[src/rtl/strap_boot_map.svh]
`ifndef STRAP_BOOT_MAP_SVH
`define STRAP_BOOT_MAP_SVH

// Clock rate and idle period
`define CLK_FREQ_MHZ      25
`define IDLE_TIME_US      1000

// Configuration EEPROM address
`define EEPROM_ADDR       7'h50

// Target address: upper five bits fixed, index in low two
`define TARGET_ADDR_BASE  7'h20
`define TARGET_IDX_W      2

// Strap pairs as {A, B}, three bits each
`define STRAP_AS_IDX1     6'h3D
`define STRAP_AS_IDX2     6'h2D
`define STRAP_AS_IDX3     6'h10
`define STRAP_AS_IDX4     6'h0F
`define STRAP_HV_IDX1     6'h3B
`define STRAP_HV_IDX2     6'h1B
`define STRAP_HV_IDX3     6'h20
`define STRAP_HV_IDX4     6'h1F
`define STRAP_NS_IDX1     6'h38
`define STRAP_NS_IDX2     6'h00
`define STRAP_NS_IDX3     6'h30
`define STRAP_NS_IDX4     6'h2F

`endif

[src/rtl/strap_boot_pkg.sv]
package strap_boot_pkg;

   typedef enum logic [1:0] {
      POL_ALWAYS_SINK,
      POL_HIGH_VOLTAGE,
      POL_NO_SINK
   } policy_type;

   typedef enum logic [1:0] {
      PWR_ACTIVE,
      PWR_IDLE,
      PWR_SLEEP
   } pwr_state_type;

   typedef enum logic [1:0] {
      CC_OPEN,
      CC_RD,
      CC_RP_3A0
   } cc_term_type;

   typedef enum logic [2:0] {
      BOOT_SAMPLE,
      BOOT_EE_REQ,
      BOOT_EE_LOAD,
      BOOT_HOST_WAIT,
      BOOT_RUN
   } boot_state_type;

endpackage

[src/rtl/pwr_link_if.sv]
`timescale 1ns/100ps
`default_nettype none

interface pwr_link_if;
   import strap_boot_pkg::*;
   logic          run;
   logic          activity;
   logic          attached;
   logic          standbyReq;
   pwr_state_type state;
   logic          modernStandby;

   modport ctrl (output run, output activity, output attached, output standbyReq,
                 input state, input modernStandby);
   modport mgr  (input run, input activity, input attached, input standbyReq,
                 output state, output modernStandby);
endinterface

`default_nettype wire

[src/rtl/strap_boot_config_power_states.sv]
// Contract
// - Straps are sampled at boot and fix address index and dead-battery policy before any load.
// - After sampling, configuration is read from EEPROM, else the block waits for a host load.
// - The EEPROM is addressed at 7-bit 0x50 and belongs to this device alone.
// - Pairs (7,5),(5,5),(2,0),(1,7) give indices 1-4 with always-sink; sink on, PD off until loaded.
// - Pairs (7,3),(3,3),(4,0),(3,7) give indices 1-4 with high-voltage; sink on, app mode, PD PHY on.
// - Pairs (7,0),(0,0),(6,0),(5,7) give indices 1-4 with no-sink; sink off, PD off until loaded.
// - Exactly one of Active, Idle, Sleep holds, changed automatically.
// - Active goes to Idle only after a quiet period; any activity restarts it.
// - Sleep still detects a Type-C attach and leaves on it.
// - Modern Standby is a variant of Idle, not a fourth state.
// - After boot the target port answers at base plus index minus one in the low two bits.
`timescale 1ns/100ps
`default_nettype none
`include "strap_boot_map.svh"

module strap_boot_config_power_states
   import strap_boot_pkg::*;
#(
   parameter int IDLE_CYCLES = `IDLE_TIME_US * `CLK_FREQ_MHZ
) (
   // Clock, reset, enable
   input  wire logic       clk_sys,
   input  wire logic       rstn,
   input  wire logic       clkEn,
   // Decoded strap values
   input  wire logic [2:0] strapValueA,
   input  wire logic [2:0] strapValueB,
   input  wire logic       strapValid,
   // Configuration controller port engine
   output logic            eepromReq,
   output logic [6:0]      eepromAddr,
   input  wire logic       eepromAck,
   input  wire logic       eepromNack,
   input  wire logic       eepromDone,
   input  wire logic       eepromFail,
   // Host target port
   input  wire logic       hostLoadDone,
   output logic [6:0]      targetAddr,
   output logic            targetAddrValid,
   // Boot status
   output logic [1:0]      policy,
   output logic [1:0]      addrIndex,
   output logic            strapInvalid,
   output logic            configLoaded,
   output logic            bootDone,
   output logic            applicationMode,
   output logic            pdEnable,
   // Activity and role
   input  wire logic       pdMsgIn,
   input  wire logic       ccChange,
   input  wire logic       gpioEvent,
   input  wire logic       i2cActivity,
   input  wire logic       voltageAlert,
   input  wire logic       faultAlert,
   input  wire logic       typecAttached,
   input  wire logic       standbyReq,
   input  wire logic       sourceRole,
   // Power state and paths
   output logic [1:0]      powerState,
   output logic            modernStandby,
   output logic            source5vPath,
   output logic            highVoltageSinkPath,
   output logic            externalSinkPath,
   output logic            cablePowerPath,
   output logic [1:0]      cc1Term,
   output logic [1:0]      cc2Term
);

   generate
      if (IDLE_CYCLES < 1) begin : g_bad
         $error("IDLE_CYCLES must be at least one");
      end
   endgenerate

   boot_state_type         boot_r;
   policy_type             policy_r;
   policy_type             policyNxt;
   logic [1:0]             index_r;
   logic [1:0]             indexNxt;
   logic                   invalidNxt;
   logic                   invalid_r;
   logic                   loaded_r;
   logic                   eeReq_r;
   logic                   sinkOn;
   logic                   srcOn;
   logic                   cableOn;
   cc_term_type            cc1Nxt;
   logic [5:0]             strapPair;

   pwr_link_if link ();

   assign strapPair       = {strapValueA, strapValueB};
   assign link.run        = (boot_r == BOOT_RUN);
   assign link.activity   = pdMsgIn | ccChange | gpioEvent | i2cActivity | voltageAlert | faultAlert;
   assign link.attached   = typecAttached;
   assign link.standbyReq = standbyReq;

   power_state_ctrl #(
      .IDLE_CYCLES (IDLE_CYCLES)
   ) u_pwr (
      .clk_sys (clk_sys),
      .rstn    (rstn),
      .clkEn   (clkEn),
      .link    (link)
   );

   // Strap pair decode
   always_comb begin
      policyNxt  = POL_NO_SINK;
      indexNxt   = 2'h0;
      invalidNxt = 1'b0;
      case (strapPair)
         `STRAP_AS_IDX1: begin policyNxt = POL_ALWAYS_SINK;  indexNxt = 2'h0; end
         `STRAP_AS_IDX2: begin policyNxt = POL_ALWAYS_SINK;  indexNxt = 2'h1; end
         `STRAP_AS_IDX3: begin policyNxt = POL_ALWAYS_SINK;  indexNxt = 2'h2; end
         `STRAP_AS_IDX4: begin policyNxt = POL_ALWAYS_SINK;  indexNxt = 2'h3; end
         `STRAP_HV_IDX1: begin policyNxt = POL_HIGH_VOLTAGE; indexNxt = 2'h0; end
         `STRAP_HV_IDX2: begin policyNxt = POL_HIGH_VOLTAGE; indexNxt = 2'h1; end
         `STRAP_HV_IDX3: begin policyNxt = POL_HIGH_VOLTAGE; indexNxt = 2'h2; end
         `STRAP_HV_IDX4: begin policyNxt = POL_HIGH_VOLTAGE; indexNxt = 2'h3; end
         `STRAP_NS_IDX1: begin policyNxt = POL_NO_SINK;      indexNxt = 2'h0; end
         `STRAP_NS_IDX2: begin policyNxt = POL_NO_SINK;      indexNxt = 2'h1; end
         `STRAP_NS_IDX3: begin policyNxt = POL_NO_SINK;      indexNxt = 2'h2; end
         `STRAP_NS_IDX4: begin policyNxt = POL_NO_SINK;      indexNxt = 2'h3; end
         // Unlisted pair falls back to the harmless no-sink choice
         default:        invalidNxt = 1'b1;
      endcase
   end

   // Boot sequence
   always_ff @(posedge clk_sys or negedge rstn) begin
      if (!rstn) begin
         boot_r <= BOOT_SAMPLE;
      end else if (clkEn) begin
         case (boot_r)
            BOOT_SAMPLE: begin
               if (strapValid) begin
                  boot_r <= BOOT_EE_REQ;
               end
            end
            BOOT_EE_REQ: begin
               if (eepromNack) begin
                  boot_r <= BOOT_HOST_WAIT;
               end else if (eepromAck) begin
                  boot_r <= BOOT_EE_LOAD;
               end
            end
            BOOT_EE_LOAD: begin
               if (eepromDone) begin
                  boot_r <= BOOT_RUN;
               end else if (eepromFail) begin
                  boot_r <= BOOT_HOST_WAIT;
               end
            end
            BOOT_HOST_WAIT: begin
               if (hostLoadDone) begin
                  boot_r <= BOOT_RUN;
               end
            end
            BOOT_RUN: boot_r <= BOOT_RUN;
            default:  boot_r <= BOOT_SAMPLE;
         endcase
      end
   end

   // Strap capture, once, before any load
   always_ff @(posedge clk_sys or negedge rstn) begin
      if (!rstn) begin
         policy_r  <= POL_NO_SINK;
         index_r   <= 2'h0;
         invalid_r <= 1'b0;
      end else if (clkEn && boot_r == BOOT_SAMPLE && strapValid) begin
         policy_r  <= policyNxt;
         index_r   <= indexNxt;
         invalid_r <= invalidNxt;
      end
   end

   // EEPROM request holds until answered
   always_ff @(posedge clk_sys or negedge rstn) begin
      if (!rstn) begin
         eeReq_r    <= 1'b0;
         eepromAddr <= 7'h00;
      end else if (clkEn) begin
         eeReq_r    <= (boot_r == BOOT_EE_REQ) && !eepromAck && !eepromNack;
         eepromAddr <= `EEPROM_ADDR;
      end
   end
   assign eepromReq = eeReq_r;

   // Loaded flag never clears once set
   always_ff @(posedge clk_sys or negedge rstn) begin
      if (!rstn) begin
         loaded_r <= 1'b0;
      end else if (clkEn) begin
         if ((boot_r == BOOT_EE_LOAD && eepromDone) || (boot_r == BOOT_HOST_WAIT && hostLoadDone)) begin
            loaded_r <= 1'b1;
         end
      end
   end

   // Boot status outputs
   always_ff @(posedge clk_sys or negedge rstn) begin
      if (!rstn) begin
         policy          <= 2'h0;
         addrIndex       <= 2'h0;
         strapInvalid    <= 1'b0;
         configLoaded    <= 1'b0;
         bootDone        <= 1'b0;
         targetAddr      <= 7'h00;
         targetAddrValid <= 1'b0;
         applicationMode <= 1'b0;
         pdEnable        <= 1'b0;
      end else if (clkEn) begin
         policy          <= policy_r;
         addrIndex       <= index_r;
         strapInvalid    <= invalid_r;
         configLoaded    <= loaded_r;
         bootDone        <= (boot_r == BOOT_RUN);
         targetAddr      <= `TARGET_ADDR_BASE | {5'h00, index_r};
         targetAddrValid <= (boot_r == BOOT_RUN);
         // High-voltage policy runs the PHY without a loaded configuration
         applicationMode <= loaded_r || (boot_r != BOOT_SAMPLE && policy_r == POL_HIGH_VOLTAGE);
         pdEnable        <= loaded_r || (boot_r != BOOT_SAMPLE && policy_r == POL_HIGH_VOLTAGE);
      end
   end

   // Path selection by state and role
   always_comb begin
      sinkOn  = 1'b0;
      srcOn   = 1'b0;
      cableOn = 1'b0;
      cc1Nxt  = CC_OPEN;
      if (boot_r == BOOT_SAMPLE) begin
         sinkOn = 1'b0;
      end else if (!loaded_r) begin
         // Dead-battery behaviour until a configuration arrives
         sinkOn = (policy_r != POL_NO_SINK);
      end else begin
         case (link.state)
            PWR_ACTIVE, PWR_IDLE: begin
               srcOn   = sourceRole;
               sinkOn  = !sourceRole && !link.modernStandby;
               cableOn = !link.modernStandby;
               if (!link.modernStandby) begin
                  cc1Nxt = sourceRole ? CC_RD : CC_RP_3A0;
               end
            end
            PWR_SLEEP: begin
               srcOn  = 1'b0;
               sinkOn = 1'b0;
            end
            default: begin
               srcOn  = 1'b0;
               sinkOn = 1'b0;
            end
         endcase
      end
   end

   // Registered path and state outputs
   always_ff @(posedge clk_sys or negedge rstn) begin
      if (!rstn) begin
         powerState          <= 2'h0;
         modernStandby       <= 1'b0;
         source5vPath        <= 1'b0;
         highVoltageSinkPath <= 1'b0;
         externalSinkPath    <= 1'b0;
         cablePowerPath      <= 1'b0;
         cc1Term             <= 2'h0;
         cc2Term             <= 2'h0;
      end else if (clkEn) begin
         powerState          <= link.state;
         modernStandby       <= link.modernStandby;
         source5vPath        <= srcOn;
         highVoltageSinkPath <= sinkOn;
         externalSinkPath    <= sinkOn;
         cablePowerPath      <= cableOn;
         cc1Term             <= cc1Nxt;
         cc2Term             <= CC_OPEN;
      end
   end

endmodule

`default_nettype wire

[src/rtl/power_state_ctrl.sv]
`timescale 1ns/100ps
`default_nettype none

module power_state_ctrl
   import strap_boot_pkg::*;
#(
   parameter int IDLE_CYCLES = 25000
) (
   // Clock and reset
   input  wire logic clk_sys,
   input  wire logic rstn,
   input  wire logic clkEn,
   // Link to controller
   pwr_link_if.mgr   link
);

   localparam int CNT_W = $clog2(IDLE_CYCLES + 1);

   generate
      if (IDLE_CYCLES < 1) begin : g_bad
         $error("IDLE_CYCLES must be at least one");
      end
   endgenerate

   pwr_state_type     state_r;
   logic              standby_r;
   logic [CNT_W-1:0]  quiet_r;
   logic              quietDone;

   assign quietDone          = (quiet_r == CNT_W'(IDLE_CYCLES));
   assign link.state         = state_r;
   assign link.modernStandby = standby_r;

   // Quiet-period counter; any activity restarts it
   always_ff @(posedge clk_sys or negedge rstn) begin
      if (!rstn) begin
         quiet_r <= '0;
      end else if (clkEn) begin
         if (link.activity || state_r != PWR_ACTIVE) begin
            quiet_r <= '0;
         end else if (!quietDone) begin
            quiet_r <= quiet_r + 1'b1;
         end
      end
   end

   // One state at a time, moved automatically
   always_ff @(posedge clk_sys or negedge rstn) begin
      if (!rstn) begin
         state_r <= PWR_ACTIVE;
      end else if (clkEn) begin
         case (state_r)
            PWR_ACTIVE: begin
               if (link.run && quietDone && !link.activity) begin
                  state_r <= PWR_IDLE;
               end
            end
            PWR_IDLE: begin
               if (link.activity) begin
                  state_r <= PWR_ACTIVE;
               end else if (!link.attached) begin
                  state_r <= PWR_SLEEP;
               end
            end
            PWR_SLEEP: begin
               // Attach detection stays alive here
               if (link.attached || link.activity) begin
                  state_r <= PWR_ACTIVE;
               end
            end
            default: state_r <= PWR_ACTIVE;
         endcase
      end
   end

   // Modern Standby only qualifies Idle
   always_ff @(posedge clk_sys or negedge rstn) begin
      if (!rstn) begin
         standby_r <= 1'b0;
      end else if (clkEn) begin
         standby_r <= (state_r == PWR_IDLE) && link.standbyReq && !link.activity;
      end
   end

endmodule

`default_nettype wire

[config.mk]
export PLATFORM = sky130hd
export DESIGN_NAME = strap_boot_config_power_states
export DESIGN_NICKNAME = d
export VERILOG_FILES = /design/src/rtl/strap_boot_pkg.sv /design/src/rtl/pwr_link_if.sv /design/src/rtl/strap_boot_config_power_states.sv /design/src/rtl/power_state_ctrl.sv
export VERILOG_INCLUDE_DIRS = /design/src /design/src/rtl
export SDC_FILE = /design/constraint.sdc
export NUM_CORES = 1
export LEC_CHECK = 0
export ABC_AREA = 1
export BUFFER_PORTS_ARGS = -buffer_cell sky130_fd_sc_hd__buf_2
export CAP_MARGIN = 15
export CELL_PAD_IN_SITES_DETAIL_PLACEMENT = 1
export CELL_PAD_IN_SITES_GLOBAL_PLACEMENT = 2
export CORE_MARGIN = 1
export CORE_UTILIZATION = 30
export DETAILED_ROUTE_END_ITERATION = 12
export GPL_TIMING_DRIVEN = 1
export PLACE_DENSITY = 0.8
export SYNTH_ARGS = -nofsm -noshare
export SYNTH_HDL_FRONTEND = slang
export SYNTH_SLANG_ARGS = --single-unit
[constraint.sdc]
create_clock -name clk_sys -period 1.9 [get_ports clk_sys]
set_input_delay 0.095 -clock clk_sys [delete_from_list [all_inputs] [get_ports clk_sys]]
set_output_delay 0.095 -clock clk_sys [all_outputs]
set_load 0.1 [all_outputs]
==> out/qor.yml <==
outcome:
  outcome: "finished, final reports clean"
cts:
  path_clk_slew_ns: 0.09
  clock_sinks: 45
  cts_max_path_buffers: 2
  cts.root.buffer_cell: "clkbuf_8"
  cts_tree: "done"
  clock_latency_ns: 0.30
  cts_setup_buffers: 0
  cts_buffers: 5
  htree_levels: 2
finish:
  drive_above_1_share_pct: 17.5
  n_antenna_cell: 0
  fillers: 1062
  syn2layout_area_growth_pct: 15.5
  nets: 420
  fin_util_pct: 36.0
critical_path:
  ff2ff_setup_slack_ns: 0.21
  crit_path_end_kind: "register"
  cp.arrival_ns: 1.91
  max_stage_delay_ns: 0.47
  rr_worst_depth: 7
  crit_family: "simple AND/OR/NAND/NOR gates"
  timing.rr.end: "u_pwr.quiet_r[1]"
  worst_setup_path_start_kind: "register"
  cpMostUsedCell: "inv_1"
  path_cells: "nor2_2, nand4_4, inv_1, nand3_1, inv_1, nand2_1, o21ai_0"
  cp_max_fo: 6
  slowest_stage: "dfrtp_1"
  worstPathRequired_ns: 2.12
  timing.rr.start: "u_pwr.link.state[1]"
  critical_path_class: "register to register"
  timing.critical_path.buf_inv: 2
pwr:
  clkPwrFrac_pct: 18.3
  irDropWorstVdd_mv: 0.810
  power_leakage_nw: 1.45
  pwr-share-comb_pct: 45.9
  power.density_mw_per_mm2: 1170
  netSwitchingFraction_pct: 51.9
  internal_power_mw: 1.68
  seq_power_share_pct: 35.8
  power.switching_mw: 1.81
  total_power_mw: 3.48
flow_run:
  cap_violations: 0
yosys:
  syn-cell-area_sq_mm: 0.00257
  yosysTopAreaCellShare_pct: 42.8
  ys.flop_type: "dfrtp_1"
  seq_area_frac_synth_pct: 43.8
  synth_area_leaders: "dfrtp_1 (43%), nand2_1 (16%), nor2_1 (6.0%)"
  synthCells: 346
  yosysTopAreaCell: "dfrtp_1"
  synth_edf_count: 0
  syn_area_per_cell_sq_um: 7.43
  yosys_register_bits: 45
  synth.most_common_cell: "nand2_1"
  ys_types: 32
  async_flop_share_pct: 100
  synthTopCellsByCount: "nand2_1 (108), dfrtp_1 (44), nor2_1 (41), inv_1 (31), o21ai_0 (27)"
  ys_warn_count: 0
hold_path:
  hold_class: "primary input to register"
  min_from: "standbyReq"
  holdPathEnd: "u_pwr.link.modernStandby"
  holdPathStages: 3
die:
  die_w_um: 94.6
  initial_core_util_pct: 31.2
  ios: 60
  die_height_um: 94.6
  die_area_sq_mm: 0.00895
  core_sq_mm: 0.00826
  row_count: 33
routing:
  wire_per_inst_um: 13.3
  dr.pass1.iters: 4
  drt_iter0_markers: 84
  ant_nets: 0
  totalWireLength_um: 6650
  routed_via_density: 4.67
  drc_errors: 0
  vias: 2336
global_route:
  grt_pass1_wl_um: 11300
  first_global_vias: 2370
  gr-usage-all-layers_pct: 16.4
  grt_antenna_before_repair: 0
  grt_overflow_total: 0
  grt_max_degree: 20
sta:
  post-route-period-util_pct: 88.9
  setup_viol: 0
  whs_ns: 0.0564
  max_freq_mhz: 592
  rsz0062_at_grt: "false"
  drv_slew: 0
  min_period_ns: 1.69
  finalHoldViolations: 0
  setup_tns_ns: 0
  clock_skew_ns: 0.00928
placement:
  routabilityCongestion: 0.790
  io_buffers: 48
  dp_hpwl_um: 5130
## cell type report
class	instances	area (sq um)	area share, %
Timing Repair Buffer	55	295	9.94
Multi-Input combinational cell	255	1210	40.6
Tap cell	105	131	4.42
Clock buffer	8	90.1	3.03
Inverter	32	120	4.04
Sequential cell	45	1130	37.9
## worst max path at each step
stage,depth (start not counted),end,from
after detailed placement,7,u_pwr.quiet_r[1],u_pwr.link.state[1]
after global placement,7,u_pwr.quiet_r[0],u_pwr.link.state[1]
final,7,u_pwr.quiet_r[1],u_pwr.link.state[1]
after floorplan,1,eepromAddr[6],targetAddr[5]
after global routing,8,u_pwr.quiet_r[12],u_pwr.quiet_r[0]
after CTS,7,u_pwr.quiet_r[1],u_pwr.link.state[1]
## cells in the final DEF, fill, tap and decap left out, types with 2 or more instances in the layout
cell / netlist / final
xor2_1: 5 / 5
nand2_1: 108 / 108
buf_4: 18 / 6
ha_1: 2 / 2
nand4_1: 11 / 11
clkbuf_1: 4 / 2
nor3_1: 9 / 9
o21ai_0: 27 / 27
nand3_1: 19 / 19
o211ai_1: 2 / 2
buf_2: 1 / 48
nor2_1: 41 / 40
conb_1: 1 / 11
xnor2_1: 4 / 4
a21oi_1: 4 / 4
clkbuf_8: 0 / 6
inv_1: 31 / 31
dfrtp_1: 44 / 44
## power by group through the flow
stage / logic (mW) / clock network [mW] / registers [mW]
2_1_floorplan: 0.724 / 0 / 1.91
3_3_place_gp: 1.59 / 0 / 1.26
3_5_place_dp: 1.61 / 0 / 1.27
4_1_cts: 1.61 / 0.652 / 1.25
5_1_grt: 1.71 / 0.696 / 1.28
6_report: 1.60 / 0.636 / 1.25
## timing repair
item	4_1_cts	5_1_grt
hold endpoints to repair	17	0
endpoints found under the setup margin	0	5
gates resized for setup	0	2
hold buffers	1	0
## worst min-delay path, stage by stage
cell,delay (ns)
buf_2,0.08
nand3_1,0.07
o21ai_0,0.08
## metrics by stage
stage	instances	worst slack [ns]	cell area, sq um
5_1_grt	500	0.0140	2970
2_1_floorplan	356	0.455	2610
6_report	500	0.210	2970
3_5_place_dp	491	0.0582	2860
4_1_cts	500	0.0236	2960
3_3_place_gp	491	0.109	2860
## flip-flops by register name, summed over array words and instances (netlist names), 2 cells and up
name              flops
boot_r                3
cc1Term               2
index_r               2
policy                2
policy_r              2
powerState            2
targetAddr            2
u_pwr.link.state      2
u_pwr.quiet_r        15
## routing by layer
layer  global-route usage, %  wire, um  share of wire, %  vias up
li1                        -         -                 -     1179
met1                    21.2      3190                48     1119
met2                    27.8      3210                48       31
met3                    2.82       167               2.5        7
met4                    4.92        82               1.2        0
met5                       0         0                 0        -
## logic make-up (layout without fill, tap and decap cells)
family	Yosys count	count (layout)	share of synthesized area [%]
other	1	11	0.146
AO/OA/AOI/OAI	39	39	8.71
adder cells (fa/ha/maj)	2	2	0.973
buffers and inverters	56	95	11.1
XOR/XNOR	9	9	3.06
AND/OR/NAND/NOR	194	194	32.2
flip-flops	45	45	43.8
No activity file was read; power rests on OpenSTA's default activity.
